File: src/rtl/cctm_pkg.sv
// constants, encodings and carrier types for the consumer and timing-mode mailbox block
package cctm_pkg;
	localparam int NMBOX = 8;
	localparam logic [11:0] OFS_CTRL_MODE = 12'h000;
	localparam logic [11:0] OFS_IRQ_EN = 12'h004;
	localparam logic [11:0] OFS_IRQ_DIS = 12'h008;
	localparam logic [11:0] OFS_IRQ_MASK = 12'h00c;
	localparam logic [11:0] OFS_CTRL_STAT = 12'h010;
	localparam logic [11:0] OFS_FREE_CNT = 12'h018;
	localparam logic [11:0] OFS_STAMP = 12'h01c;
	localparam logic [11:0] OFS_XFER_CMD = 12'h024;
	// mailbox x sits at 0x200 + 0x20*x; word index within the mailbox in addr[4:2]
	localparam logic [3:0] MBOX_PAGE = 4'h2;
	localparam logic [2:0] MW_MODE = 3'h0;
	localparam logic [2:0] MW_STAT = 3'h4;
	localparam logic [2:0] MW_DLO = 3'h5;
	localparam logic [2:0] MW_DHI = 3'h6;
	localparam logic [2:0] MW_CTRL = 3'h7;
	localparam int CM_CAP_END = 4;
	localparam int CM_TIME_TRIG = 5;
	localparam int CM_FREEZE = 6;
	localparam int CM_NO_REPEAT = 7;
	localparam logic [7:0] CM_IMPL = 8'hf0;
	localparam int IRQ_FROZEN = 22;
	localparam logic [31:0] IRQ_IMPL = 32'h0040_00ff;
	localparam int ST_ABORT = 22;
	localparam int ST_READY = 23;
	localparam int ST_LOST = 24;
	localparam int CTL_REMOTE = 20;
	localparam int CTL_XFER = 23;
	localparam int XC_CNT_RST = 31;
	localparam int MODE_OBJ_LSB = 24;
	localparam logic [15:0] CNT_RESET = 16'h0000;
	localparam logic [15:0] CNT_MAX = 16'hffff;
	localparam logic [1:0] RESP_OKAY = 2'h0;
	localparam logic [1:0] RESP_DECERR = 2'h3;
	typedef enum logic [2:0] {
		OBJ_OFF = 3'h0,
		OBJ_RX = 3'h1,
		OBJ_RX_OVR = 3'h2,
		OBJ_TX = 3'h3,
		OBJ_CONSUMER = 3'h4,
		OBJ_PRODUCER = 3'h5
	} cctm_obj_t;
	// events from the frame engine, same clock: sof, eof, tx_done, arb_lost, rx_hit are one-cycle pulses, tick counts once per cycle it is high
	typedef struct packed {
		logic sof;
		logic eof;
		logic tick;
		logic tx_done;
		logic arb_lost;
		logic rx_hit;
		logic [2:0] mbox;
		logic [63:0] data;
	} cctm_link_t;
endpackage : cctm_pkg

File: src/rtl/cctm_core.sv
// consumer mailboxes, free counter, timestamps and time-triggered gating behind axi4-lite
//
// Added by the designer: the register offsets and the AXI4-Lite slave port.
`timescale 1ns/1ps
module cctm_core (
	input wire logic clk,
	input wire logic rst_n,
	input wire logic s_axi_awvalid,
	output logic s_axi_awready,
	input wire logic [11:0] s_axi_awaddr,
	input wire logic s_axi_wvalid,
	output logic s_axi_wready,
	input wire logic [31:0] s_axi_wdata,
	input wire logic [3:0] s_axi_wstrb,
	output logic s_axi_bvalid,
	input wire logic s_axi_bready,
	output logic [1:0] s_axi_bresp,
	input wire logic s_axi_arvalid,
	output logic s_axi_arready,
	input wire logic [11:0] s_axi_araddr,
	output logic s_axi_rvalid,
	input wire logic s_axi_rready,
	output logic [31:0] s_axi_rdata,
	output logic [1:0] s_axi_rresp,
	input wire cctm_pkg::cctm_link_t link,
	output logic [7:0] tx_req,
	output logic [7:0] tx_remote,
	output logic can_irq
);
	localparam int N = cctm_pkg::NMBOX;

	function automatic logic is_mbox(input logic [11:0] a);
		return a[11:8] == cctm_pkg::MBOX_PAGE;
	endfunction : is_mbox

	function automatic logic [31:0] lane_mask(input logic [3:0] s);
		return {{8{s[3]}}, {8{s[2]}}, {8{s[1]}}, {8{s[0]}}};
	endfunction : lane_mask

	// axi state
	logic aw_have_q, aw_have_d, w_have_q, w_have_d, bvalid_q, bvalid_d;
	logic rvalid_q, rvalid_d;
	logic [11:0] aw_addr_q, aw_addr_d;
	logic [31:0] w_data_q, w_data_d, w_mask_q, w_mask_d, rdata_q, rdata_d;
	logic [1:0] bresp_q, bresp_d, rresp_q, rresp_d;
	logic do_wr, do_rd;

	// core state
	logic [7:0] cfg_q, cfg_d;
	logic [31:0] imask_q, imask_d;
	logic [15:0] cnt_q, cnt_d, stamp_q, stamp_d;
	logic frozen_q, frozen_d;
	logic [N-1:0] ready_q, ready_d, ready_prev_q, lost_q, lost_d, abort_q, abort_d;
	logic [N-1:0] pend_q, pend_d, trig_q, trig_d, armed_q, armed_d;
	cctm_pkg::cctm_obj_t obj_q [N];
	cctm_pkg::cctm_obj_t obj_d [N];
	logic [15:0] mark_q [N];
	logic [15:0] mark_d [N];
	logic [15:0] mstamp_q [N];
	logic [15:0] mstamp_d [N];
	logic [31:0] dlo_q [N];
	logic [31:0] dlo_d [N];
	logic [31:0] dhi_q [N];
	logic [31:0] dhi_d [N];

	// helpers read by the checks below as well
	logic [N-1:0] rdy_rise, tm_event, cmd_v, cons_en, store_v, discard_v, stat_rd;
	logic time_trig, cap_end, freeze, no_repeat, cnt_rst, stat_g_rd;
	logic [2:0] w_idx, r_idx;
	logic [31:0] wmask;

	assign time_trig = cfg_q[cctm_pkg::CM_TIME_TRIG];
	assign cap_end = cfg_q[cctm_pkg::CM_CAP_END];
	assign freeze = cfg_q[cctm_pkg::CM_FREEZE];
	assign no_repeat = cfg_q[cctm_pkg::CM_NO_REPEAT];
	assign w_idx = aw_addr_q[7:5];
	assign r_idx = s_axi_araddr[7:5];
	assign rdy_rise = ready_q & ~ready_prev_q;

	assign s_axi_awready = !aw_have_q && !bvalid_q;
	assign s_axi_wready = !w_have_q && !bvalid_q;
	assign s_axi_arready = !rvalid_q;
	assign s_axi_bvalid = bvalid_q;
	assign s_axi_bresp = bresp_q;
	assign s_axi_rvalid = rvalid_q;
	assign s_axi_rdata = rdata_q;
	assign s_axi_rresp = rresp_q;
	assign do_wr = aw_have_q && w_have_q && !bvalid_q;
	assign do_rd = s_axi_arvalid && !rvalid_q;

	// bus slave: write address and data taken in either order, response after both
	always_comb
	begin
		aw_have_d = aw_have_q;
		aw_addr_d = aw_addr_q;
		w_have_d = w_have_q;
		w_data_d = w_data_q;
		w_mask_d = w_mask_q;
		bvalid_d = bvalid_q;
		bresp_d = bresp_q;
		rvalid_d = rvalid_q;
		rdata_d = rdata_q;
		rresp_d = rresp_q;
		if (s_axi_awvalid && s_axi_awready)
		begin
			aw_have_d = 1'b1;
			aw_addr_d = s_axi_awaddr;
		end
		if (s_axi_wvalid && s_axi_wready)
		begin
			w_have_d = 1'b1;
			w_data_d = s_axi_wdata;
			w_mask_d = lane_mask(s_axi_wstrb);
		end
		if (do_wr)
		begin
			aw_have_d = 1'b0;
			w_have_d = 1'b0;
			bvalid_d = 1'b1;
			bresp_d = cctm_pkg::RESP_OKAY;
			if (!is_mbox(aw_addr_q) && aw_addr_q != cctm_pkg::OFS_CTRL_MODE &&
				aw_addr_q != cctm_pkg::OFS_IRQ_EN && aw_addr_q != cctm_pkg::OFS_IRQ_DIS &&
				aw_addr_q != cctm_pkg::OFS_XFER_CMD)
				bresp_d = cctm_pkg::RESP_DECERR;
		end
		if (bvalid_q && s_axi_bready)
			bvalid_d = 1'b0;
		if (rvalid_q && s_axi_rready)
			rvalid_d = 1'b0;
		if (do_rd)
		begin
			rvalid_d = 1'b1;
			rresp_d = cctm_pkg::RESP_OKAY;
			rdata_d = 32'h0000_0000;
			if (is_mbox(s_axi_araddr))
			begin
				case (s_axi_araddr[4:2])
					cctm_pkg::MW_MODE: rdata_d = {5'h00, obj_q[r_idx], 8'h00, mark_q[r_idx]};
					cctm_pkg::MW_STAT:
					begin
						rdata_d[cctm_pkg::ST_ABORT] = abort_q[r_idx];
						rdata_d[cctm_pkg::ST_READY] = ready_q[r_idx];
						rdata_d[cctm_pkg::ST_LOST] = lost_q[r_idx];
						rdata_d[15:0] = time_trig ? 16'h0000 : mstamp_q[r_idx];
					end
					cctm_pkg::MW_DLO: rdata_d = dlo_q[r_idx];
					cctm_pkg::MW_DHI: rdata_d = dhi_q[r_idx];
					default: rdata_d = 32'h0000_0000;
				endcase
			end
			else
			begin
				case (s_axi_araddr)
					cctm_pkg::OFS_CTRL_MODE: rdata_d = {24'h00_0000, cfg_q};
					cctm_pkg::OFS_IRQ_MASK: rdata_d = imask_q;
					cctm_pkg::OFS_CTRL_STAT: rdata_d[cctm_pkg::IRQ_FROZEN] = frozen_q;
					cctm_pkg::OFS_FREE_CNT: rdata_d = {16'h0000, cnt_q};
					cctm_pkg::OFS_STAMP: rdata_d = {16'h0000, stamp_q};
					cctm_pkg::OFS_IRQ_EN, cctm_pkg::OFS_IRQ_DIS, cctm_pkg::OFS_XFER_CMD:
						rdata_d = 32'h0000_0000;
					default: rresp_d = cctm_pkg::RESP_DECERR;
				endcase
			end
		end
	end

	always_ff @(posedge clk or negedge rst_n)
	begin
		if (!rst_n)
		begin
			aw_have_q <= 1'b0;
			aw_addr_q <= 12'h000;
			w_have_q <= 1'b0;
			w_data_q <= 32'h0000_0000;
			w_mask_q <= 32'h0000_0000;
			bvalid_q <= 1'b0;
			bresp_q <= 2'h0;
			rvalid_q <= 1'b0;
			rdata_q <= 32'h0000_0000;
			rresp_q <= 2'h0;
		end
		else
		begin
			aw_have_q <= aw_have_d;
			aw_addr_q <= aw_addr_d;
			w_have_q <= w_have_d;
			w_data_q <= w_data_d;
			w_mask_q <= w_mask_d;
			bvalid_q <= bvalid_d;
			bresp_q <= bresp_d;
			rvalid_q <= rvalid_d;
			rdata_q <= rdata_d;
			rresp_q <= rresp_d;
		end
	end

	// mailbox and counter logic
	always_comb
	begin
		wmask = w_mask_q;
		cfg_d = cfg_q;
		imask_d = imask_q;
		cnt_d = cnt_q;
		stamp_d = stamp_q;
		frozen_d = frozen_q;
		ready_d = ready_q;
		lost_d = lost_q;
		abort_d = abort_q;
		pend_d = pend_q;
		trig_d = trig_q;
		armed_d = armed_q;
		obj_d = obj_q;
		mark_d = mark_q;
		mstamp_d = mstamp_q;
		dlo_d = dlo_q;
		dhi_d = dhi_q;
		tm_event = '0;
		cmd_v = '0;
		cons_en = '0;
		store_v = '0;
		discard_v = '0;
		stat_rd = '0;
		stat_g_rd = do_rd && s_axi_araddr == cctm_pkg::OFS_CTRL_STAT;
		if (do_wr && aw_addr_q == cctm_pkg::OFS_CTRL_MODE)
			cfg_d = (cfg_q & ~(wmask[7:0] & cctm_pkg::CM_IMPL)) |
				(w_data_q[7:0] & wmask[7:0] & cctm_pkg::CM_IMPL);
		if (do_wr && aw_addr_q == cctm_pkg::OFS_IRQ_EN)
			imask_d = imask_q | (w_data_q & wmask & cctm_pkg::IRQ_IMPL);
		if (do_wr && aw_addr_q == cctm_pkg::OFS_IRQ_DIS)
			imask_d = imask_q & ~(w_data_q & wmask);
		if (do_wr && aw_addr_q == cctm_pkg::OFS_XFER_CMD)
			cmd_v = w_data_q[N-1:0] & wmask[N-1:0];
		// capture instant picked by the frame-end setting
		if ((link.sof && !cap_end) || (link.eof && cap_end))
			stamp_d = cnt_q;
		// counter reset: reference frame in the last mailbox, or software
		cnt_rst = (time_trig && rdy_rise[N-1]) ||
			(do_wr && aw_addr_q == cctm_pkg::OFS_XFER_CMD &&
			w_data_q[cctm_pkg::XC_CNT_RST] && wmask[cctm_pkg::XC_CNT_RST]);
		if (cnt_rst)
			cnt_d = cctm_pkg::CNT_RESET;
		else if (link.tick)
		begin
			if (freeze && cnt_q == cctm_pkg::CNT_MAX)
				frozen_d = 1'b1;
			else
				cnt_d = cnt_q + 16'h0001;
		end
		if (stat_g_rd && !(link.tick && freeze && cnt_q == cctm_pkg::CNT_MAX && !cnt_rst))
			frozen_d = 1'b0;
		for (int i = 0; i < N; i++)
		begin
			stat_rd[i] = do_rd && is_mbox(s_axi_araddr) && r_idx == 3'(i) &&
				s_axi_araddr[4:2] == cctm_pkg::MW_STAT;
			if (stat_rd[i])
				lost_d[i] = 1'b0;
			if (link.tick && cnt_q == mark_q[i])
			begin
				tm_event[i] = 1'b1;
				trig_d[i] = 1'b1;
			end
			if (do_wr && is_mbox(aw_addr_q) && w_idx == 3'(i))
			begin
				case (aw_addr_q[4:2])
					cctm_pkg::MW_MODE:
					begin
						obj_d[i] = cctm_pkg::cctm_obj_t'(w_data_q[cctm_pkg::MODE_OBJ_LSB +: 3]);
						mark_d[i] = w_data_q[15:0];
						pend_d[i] = 1'b0;
						armed_d[i] = 1'b0;
						abort_d[i] = 1'b0;
						ready_d[i] = obj_d[i] == cctm_pkg::OBJ_TX ||
							obj_d[i] == cctm_pkg::OBJ_PRODUCER;
						cons_en[i] = obj_d[i] == cctm_pkg::OBJ_CONSUMER;
					end
					cctm_pkg::MW_DLO: dlo_d[i] = (dlo_q[i] & ~wmask) | (w_data_q & wmask);
					cctm_pkg::MW_DHI: dhi_d[i] = (dhi_q[i] & ~wmask) | (w_data_q & wmask);
					// remote-request bit has no say in consumer operation
					cctm_pkg::MW_CTRL: cmd_v[i] = cmd_v[i] |
						(w_data_q[cctm_pkg::CTL_XFER] & wmask[cctm_pkg::CTL_XFER]);
					default: ;
				endcase
			end
			if (cmd_v[i] && (obj_q[i] == cctm_pkg::OBJ_TX || obj_q[i] == cctm_pkg::OBJ_CONSUMER ||
				obj_q[i] == cctm_pkg::OBJ_PRODUCER))
			begin
				pend_d[i] = 1'b1;
				ready_d[i] = 1'b0;
				abort_d[i] = 1'b0;
				armed_d[i] = 1'b0;
				trig_d[i] = 1'b0;
			end
			if (link.mbox == 3'(i) && link.tx_done && pend_q[i])
			begin
				pend_d[i] = 1'b0;
				trig_d[i] = 1'b0;
				mstamp_d[i] = stamp_d;
				if (obj_q[i] == cctm_pkg::OBJ_CONSUMER)
					armed_d[i] = 1'b1;
				else
					ready_d[i] = 1'b1;
			end
			if (link.mbox == 3'(i) && link.arb_lost && pend_q[i])
			begin
				if (no_repeat)
				begin
					pend_d[i] = 1'b0;
					abort_d[i] = 1'b1;
					ready_d[i] = 1'b1;
				end
				else if (time_trig)
					trig_d[i] = 1'b0;
			end
			// first answer kept; later matches while ready is set are dropped, except in OBJ_RX_OVR mailboxes, which overwrite
			if (link.mbox == 3'(i) && link.rx_hit && ((obj_q[i] == cctm_pkg::OBJ_CONSUMER &&
				armed_q[i]) || obj_q[i] == cctm_pkg::OBJ_RX || obj_q[i] == cctm_pkg::OBJ_RX_OVR))
			begin
				if (ready_q[i])
				begin
					discard_v[i] = 1'b1;
					lost_d[i] = 1'b1;
				end
				if (!ready_q[i] || obj_q[i] == cctm_pkg::OBJ_RX_OVR)
				begin
					store_v[i] = 1'b1;
					ready_d[i] = 1'b1;
					dlo_d[i] = link.data[31:0];
					dhi_d[i] = link.data[63:32];
					mstamp_d[i] = stamp_d;
				end
			end
		end
	end

	always_ff @(posedge clk or negedge rst_n)
	begin
		if (!rst_n)
		begin
			cfg_q <= 8'h00;
			imask_q <= 32'h0000_0000;
			cnt_q <= cctm_pkg::CNT_RESET;
			stamp_q <= cctm_pkg::CNT_RESET;
			frozen_q <= 1'b0;
			ready_q <= '0;
			ready_prev_q <= '0;
			lost_q <= '0;
			abort_q <= '0;
			pend_q <= '0;
			trig_q <= '0;
			armed_q <= '0;
			for (int i = 0; i < N; i++)
			begin
				obj_q[i] <= cctm_pkg::OBJ_OFF;
				mark_q[i] <= 16'h0000;
				mstamp_q[i] <= 16'h0000;
				dlo_q[i] <= 32'h0000_0000;
				dhi_q[i] <= 32'h0000_0000;
			end
		end
		else
		begin
			cfg_q <= cfg_d;
			imask_q <= imask_d;
			cnt_q <= cnt_d;
			stamp_q <= stamp_d;
			frozen_q <= frozen_d;
			ready_q <= ready_d;
			ready_prev_q <= ready_q;
			lost_q <= lost_d;
			abort_q <= abort_d;
			pend_q <= pend_d;
			trig_q <= trig_d;
			armed_q <= armed_d;
			obj_q <= obj_d;
			mark_q <= mark_d;
			mstamp_q <= mstamp_d;
			dlo_q <= dlo_d;
			dhi_q <= dhi_d;
		end
	end

	// consumer mailboxes ask for a remote frame; time-triggered requests wait for the mark
	always_comb
	begin
		for (int i = 0; i < N; i++)
		begin
			tx_req[i] = pend_q[i] && (!time_trig || trig_q[i]);
			tx_remote[i] = obj_q[i] == cctm_pkg::OBJ_CONSUMER;
		end
	end

	assign can_irq = |(ready_q & imask_q[N-1:0]) ||
		(frozen_q && imask_q[cctm_pkg::IRQ_FROZEN]);
endmodule : cctm_core

File: config.mk
export PLATFORM = sky130hd
export DESIGN_NAME = cctm_core
export DESIGN_NICKNAME = d
export VERILOG_FILES = /design/src/rtl/cctm_pkg.sv /design/src/rtl/cctm_core.sv
export SDC_FILE = /design/constraint.sdc
export NUM_CORES = 2
export LEC_CHECK = 0
export BUFFER_PORTS_ARGS = -buffer_cell sky130_fd_sc_hd__buf_2
export CAP_MARGIN = 30
export CORE_AREA = 2 2 320 322
export CTS_CLUSTER_SIZE = 16
export DETAILED_ROUTE_END_ITERATION = 16
export DIE_AREA = 0 0 322 324
export PLACE_DENSITY = 0.69
export SLEW_MARGIN = 20
export SYNTH_ARGS = -nofsm -noshare
export SYNTH_HDL_FRONTEND = slang
export SYNTH_SLANG_ARGS = --single-unit
File: constraint.sdc
create_clock -name clk -period 3.3 [get_ports clk]
set_input_delay 0.66 -clock clk [delete_from_list [all_inputs] [get_ports clk]]
set_output_delay 0.66 -clock clk [all_outputs]
set_load 0.02 [all_outputs]
---- Word level (Yosys, flattened, before mapping) ----
Cells that the tools add are included.
cells by class
  shift operators ......................... 0
  magnitude comparators ................... 2
  muxes and demuxes ....................... 428
  bitwise logic cells ..................... 54
  div/mod/pow operators ................... 0
  reduce and logical (&&, ||, !) cells .... 232
  add/sub/neg operators ................... 1
  multipliers ............................. 0
  eq/ne operators ......................... 95
operators with widths
  operator                                               number
  two-way mux 32 bit                                     71
  AND 32 bit                                             18
  two-way mux 16 bit                                     33
  bitwise OR 32 bit                                      16
  two-way mux 1 bit                                      303
  binary-select mux 32 bit (select 3 bit)                2
  logical AND 1 bit                                      135
  equality test 16 bit                                   8
  equality test 3 bit (second input constant)            35
  binary-select mux 16 bit (select 3 bit)                2
  one-hot mux 22 bit (4 select lines)                    1
  equality test 3 x 2 -> 1 bit (second input constant)   23
  inverter 32 bit                                        2
  one-hot mux 16 bit (4 select lines)                    1
  logical OR 1 bit                                       52
  equality test 12 x 4 -> 1 bit (second input constant)  3
  equality test 12 x 5 -> 1 bit (second input constant)  3
  equality test 3 x 1 -> 1 bit (second input constant)   11
  AND 8 bit                                              4
  bitwise OR 32 x 23 -> 32 bit                           1
  equality test 12 x 3 -> 1 bit (second input constant)  2
  equality test 12 x 6 -> 1 bit (second input constant)  2
  logical NOT 12 bit                                     2
  one-hot mux 7 bit (3 select lines)                     1
  31 further kinds                                       81
storage, ports and cells
  memories kept ........................... 0
  register bits ........................... 1030
  bits in writable memories ............... 0
  memory bits (read-only) ................. 0
  output and inout port bits .............. 58
  bits of input ports ..................... 140
  latch bits .............................. 0

---- Longest topological paths before layout ----
  depth in word-level cells ............... 15
  depth in mapped cells ................... 11
  gate-level depth less buffers ........... 8

---- Least setup slack after synthesis ----
No wires, ideal clock.
  kind .................................... input to register
  from .................................... input port s_axi_araddr[5]
  to ...................................... register rdata_q[15] (netlist: s_axi_rdata[15])
  cell stages on the path ................. 9
  setup slack ............................. 660 ps
  path buffers ............................ 4
  library setup time ...................... 126 ps
  arrival ................................. 2514 ps
  cell sequence ........................... buf_2 -> buf_2 -> buf_2 -> clkbuf_1 -> mux4_2 -> a22oi_1 -> nand4_1 -> a221oi_1 -> nor2_1
on the way
  longest elaborated chain between the ends .. 7
  elaborated cells on any way between the ends .. 21
  classes of those cells .................. 3 x eq/ne; 16 x mux; 1 x bitwise; 1 x reduce/logical
ends and longest elaborated chain
  item                                                    RTL line          RTL
  from (decl)                                             cctm_core.sv:20   input wire logic [11:0] s_axi_araddr,
  inverter 3 -> 4 bit (not written as such)               -
  binary-select mux 16 bit (select 3 bit)                 cctm_core.sv:144  rdata_d[15:0] = time_trig ? 16'h0000 : mstamp_q[r_idx];
  two-way mux 16 bit (not written as such) (2 in series)  cctm_core.sv:144
  two-way mux 16 bit                                      cctm_core.sv:144
  one-hot mux 16 bit (4 select lines)                     cctm_core.sv:137  case (s_axi_araddr[4:2])
  two-way mux 32 bit (*)                                  cctm_core.sv:135  if (is_mbox(s_axi_araddr))
  to (signal assigned)                                    cctm_core.sv:192  rdata_q <= rdata_d;
  to (decl)                                               cctm_core.sv:44   logic [31:0] w_data_q, w_data_d, w_mask_q, w_mask_d, rdata_q, rdata_d;
Mark *: on every way between the ends. The rest lies on a longest branch, timed or not. The select of a mux whose other input is x is not followed.
A chain may end at the register's enable or synchronous reset.

---- Worst setup path after layout ----
  from .................................... register ready_q[4]
  to ...................................... output port can_irq
on the way
  longest elaborated chain between the ends .. 3
ends and longest elaborated chain
  item                    RTL line          RTL
  from (decl)             cctm_core.sv:53   logic [N-1:0] ready_q, ready_d, ready_prev_q, lost_q, lost_d, abort_q, abort_d;
  from (signal assigned)  cctm_core.sv:367  ready_q <= ready_d;
  AND 8 bit               cctm_core.sv:392  assign can_irq = |(ready_q & imask_q[N-1:0]) ||
  OR reduction 8 bit      cctm_core.sv:392
  logical OR 1 bit        cctm_core.sv:392
  to (decl)               cctm_core.sv:28   output logic can_irq
Every way passes these cells.

==> flow_metrics.py <==
metrics = {
    "synth": {
        "synthesis.area_sq_um": 52200,
        "yosys_warnings": 0,
        "yosys.cell_types.count": 74,
        "avgSynthCellArea_sq_um": 10.9,
        "async_flop_share_pct": 100,
        "seq_area_frac_synth_pct": 47.8,
        "ys_seq_elements": 996,
        "yosysMostFrequentCell": "dfrtp_1",
        "synth_top_cell_area_share_pct": 47.8,
        "syn_nets": 4935,
        "yosys.area.top_type": "dfrtp_1",
        "synth-edff-count": 0,
        "synthFlopType": "dfrtp_1",
        "synth.area.top_cells": "dfrtp_1, mux2i_1, mux2_2",
        "synthCells": 4794,
        "synth_common_cells": "dfrtp_1, mux2i_1, nor2_1",
    },
    "routing": {
        "vias_per_cell": 6.36,
        "route.detailed.drc": 0,
        "ant_nets": 0,
        "vias": 39861,
        "drt_pass1_iterations": 6,
        "avgRoutedWirePerCell_microns": 27.8,
        "routed_wirelength_mm": 174,
        "dr.first_iter.drc_count": 4514,
    },
    "sta": {
        "rsz0062_at_grt": "no",
        "tns_ns": 0,
        "max_freq_mhz": 357,
        "finalHoldViolCount": 0,
        "holdWs_ns": 0.107,
        "worst_slew_pin_slew_ns": 0.973,
        "relSlewSlack_pct": 35.1,
        "post-route-period-util_pct": 84.8,
        "fin_ws_ns": 0.501,
        "finalSetupViolCount": 0,
        "slew_violations": 0,
        "min_period_ns": 2.80,
        "clock_skew_ns": 0.0281,
    },
    "die": {
        "core_sq_um": 101000,
        "io_pins": 198,
        "fp.dieH_microns": 324,
        "start_util_pct": 51.6,
        "dieWidth_microns": 322,
        "die-area_sq_um": 104000,
        "fp-row-count": 117,
    },
    "global_route": {
        "grt_max_degree": 130,
        "grt_pass1_wl_mm": 260,
        "grt.total_usage_pct": 33.4,
        "grt_antenna_before_repair": 27,
        "grt_pass1_vias": 38710,
        "grt_remaining_overflow": 0,
    },
    "placement": {
        "place_area_sq_um": 55200,
        "dp_hpwl_mm": 119,
        "post-place-ws_ns": 0.305,
        "numPortBuffers": 197,
        "place_congestion": 1.01,
    },
    "setup_path": {
        "end_kind": "primary output",
        "ff2ff_path_depth": 6,
        "timing.rr.start": "aw_addr_q[8]",
        "crit_end": "can_irq",
        "crit_path_start_kind": "flip-flop",
        "critPathKind": "flip-flop to primary output",
        "r2r_slack_ns": 0.51,
        "cp.arrival_ns": 2.14,
        "crit_start": "ready_q[4]",
        "r2r-end": "dlo_q[95]",
        "cp.required_ns": 2.64,
        "cp_max_fo": 6,
    },
    "pwr": {
        "vdd_drop_max_mv": 0.603,
        "p_leak_nw": 25.1,
        "power_density_nw_per_um2": 619,
    },
    "run": {
        "cap_viol_max_count": 0,
    },
    "cts": {
        "cts_hold_buf": 1,
        "path_clk_slew_ns": 0.06,
        "clock-sinks": 996,
        "cts_tree": "done",
        "clock_path_buffers": 3,
        "ctsResizeCount": 0,
        "cts_buffers": 110,
        "h-tree-depth": 3,
        "clockRootBuffer": "clkbuf_16",
        "clock_latency_ns": 0.73,
        "post_cts_buffers": 0,
    },
    "layout": {
        "fin_area_sq_um": 59100,
        "areaGrowthSynthToFinish_pct": 13.2,
        "utilization_pct": 58.5,
        "drive_gt1_share_pct": 23.4,
        "final_nets": 4992,
        "final.fill_count": 8421,
    },
    "worst_hold_path": {
        "hold_depth": 2,
        "min_path_type": "primary input to flip-flop",
    },
    "status": {
        "run_status": "complete, no violations",
    },
}
==> report_power, final <==
group / internal, W / switching (W) / leakage [nW]
Sequential: 0.0138 / 0.00214 / 11.0
Clock: 0.00786 / 0.00540 / 1.89
Combinational: 0.00310 / 0.00432 / 12.3
Total: 0.0247 / 0.0119 / 25.1
==> state kept, by name, summed over array words and instances (netlist names), 12 cells and up, named ones only <==
register and count:
mark_q 128, dlo_q 256, dhi_q 256, stamp_q 16
imask_q 23, obj_q 24, w_data_q 32, mstamp_q 128
s_axi_rdata 32, aw_addr_q 12, cnt_q 16
==> worst max-delay path, cell delays in order (launching register included) <==
cell	delay (ns)
dfrtp_1	0.51
a22o_1	0.26
a221oi_1	0.20
nand3_1	0.22
buf_2	0.23
==> per-layer routing <==
layer | wire length, microns | global-route usage (%) | vias to the layer above
met4 | 7370 | 13.2 | 26
li1 | - | - | 17298
met5 | 170 | 0 | -
met2 | 78100 | 50.8 | 2107
met1 | 70200 | 46.1 | 19978
met3 | 18100 | 8.10 | 452
==> cells by family after synthesis <==
kind of cell | synth area share (%)
multiplexers | 25.5
XOR/XNOR | 2.50
AO/OA/AOI/OAI | 10.9
adder cells (fa/ha/maj) | 0.0240
flip-flops | 47.8
AND/OR/NAND/NOR | 9.31
buffers and inverters | 3.98
==> area by class of cell <==
class,instances,area (sq um),share of cell area (%)
multi-input combinational,3308,25300,42.9
timing repair buffer,409,3170,5.36
inverter,26,97.6,0.165
tap,1309,1640,2.77
sequential,996,24900,42.2
clock inverter,48,766,1.30
clock buffer,156,3120,5.27
antenna,12,30.0,0.0508
==> cells in the final DEF, fill, tap and decap left out, types with 46 or more instances in the layout <==
cell and instances:
buf_2 194, a22oi_1 46, mux2_2 342, nor2_1 537, o21ai_0 125, mux2i_1 603, xnor2_1 123, a21oi_1 496
buf_4 168, clkbuf_16 110, dfrtp_1 996, nand2_1 300, mux4_2 151
==> worst min-delay path by stage <==
stage,from,endpoint,slack [ns]
after floorplan,rst_n,async pin,0.36
after global routing,s_axi_bready,s_axi_bvalid,0.10
after global placement,s_axi_rdata[28],s_axi_rdata[28],0.47
after CTS,s_axi_bready,s_axi_bvalid,0.08
final,s_axi_bready,s_axi_bvalid,0.11
after detailed placement,lost_q[7],lost_q[7],0.48
==> stage by stage <==
step           total power [W]  std cells
3_3_place_gp            0.0229       6041
6_report                0.0366       6264
5_1_grt                 0.0378       6259
2_1_floorplan           0.0199       4794
3_5_place_dp            0.0233       6047
4_1_cts                 0.0365       6252
Power figures use the tool's default switching activity.
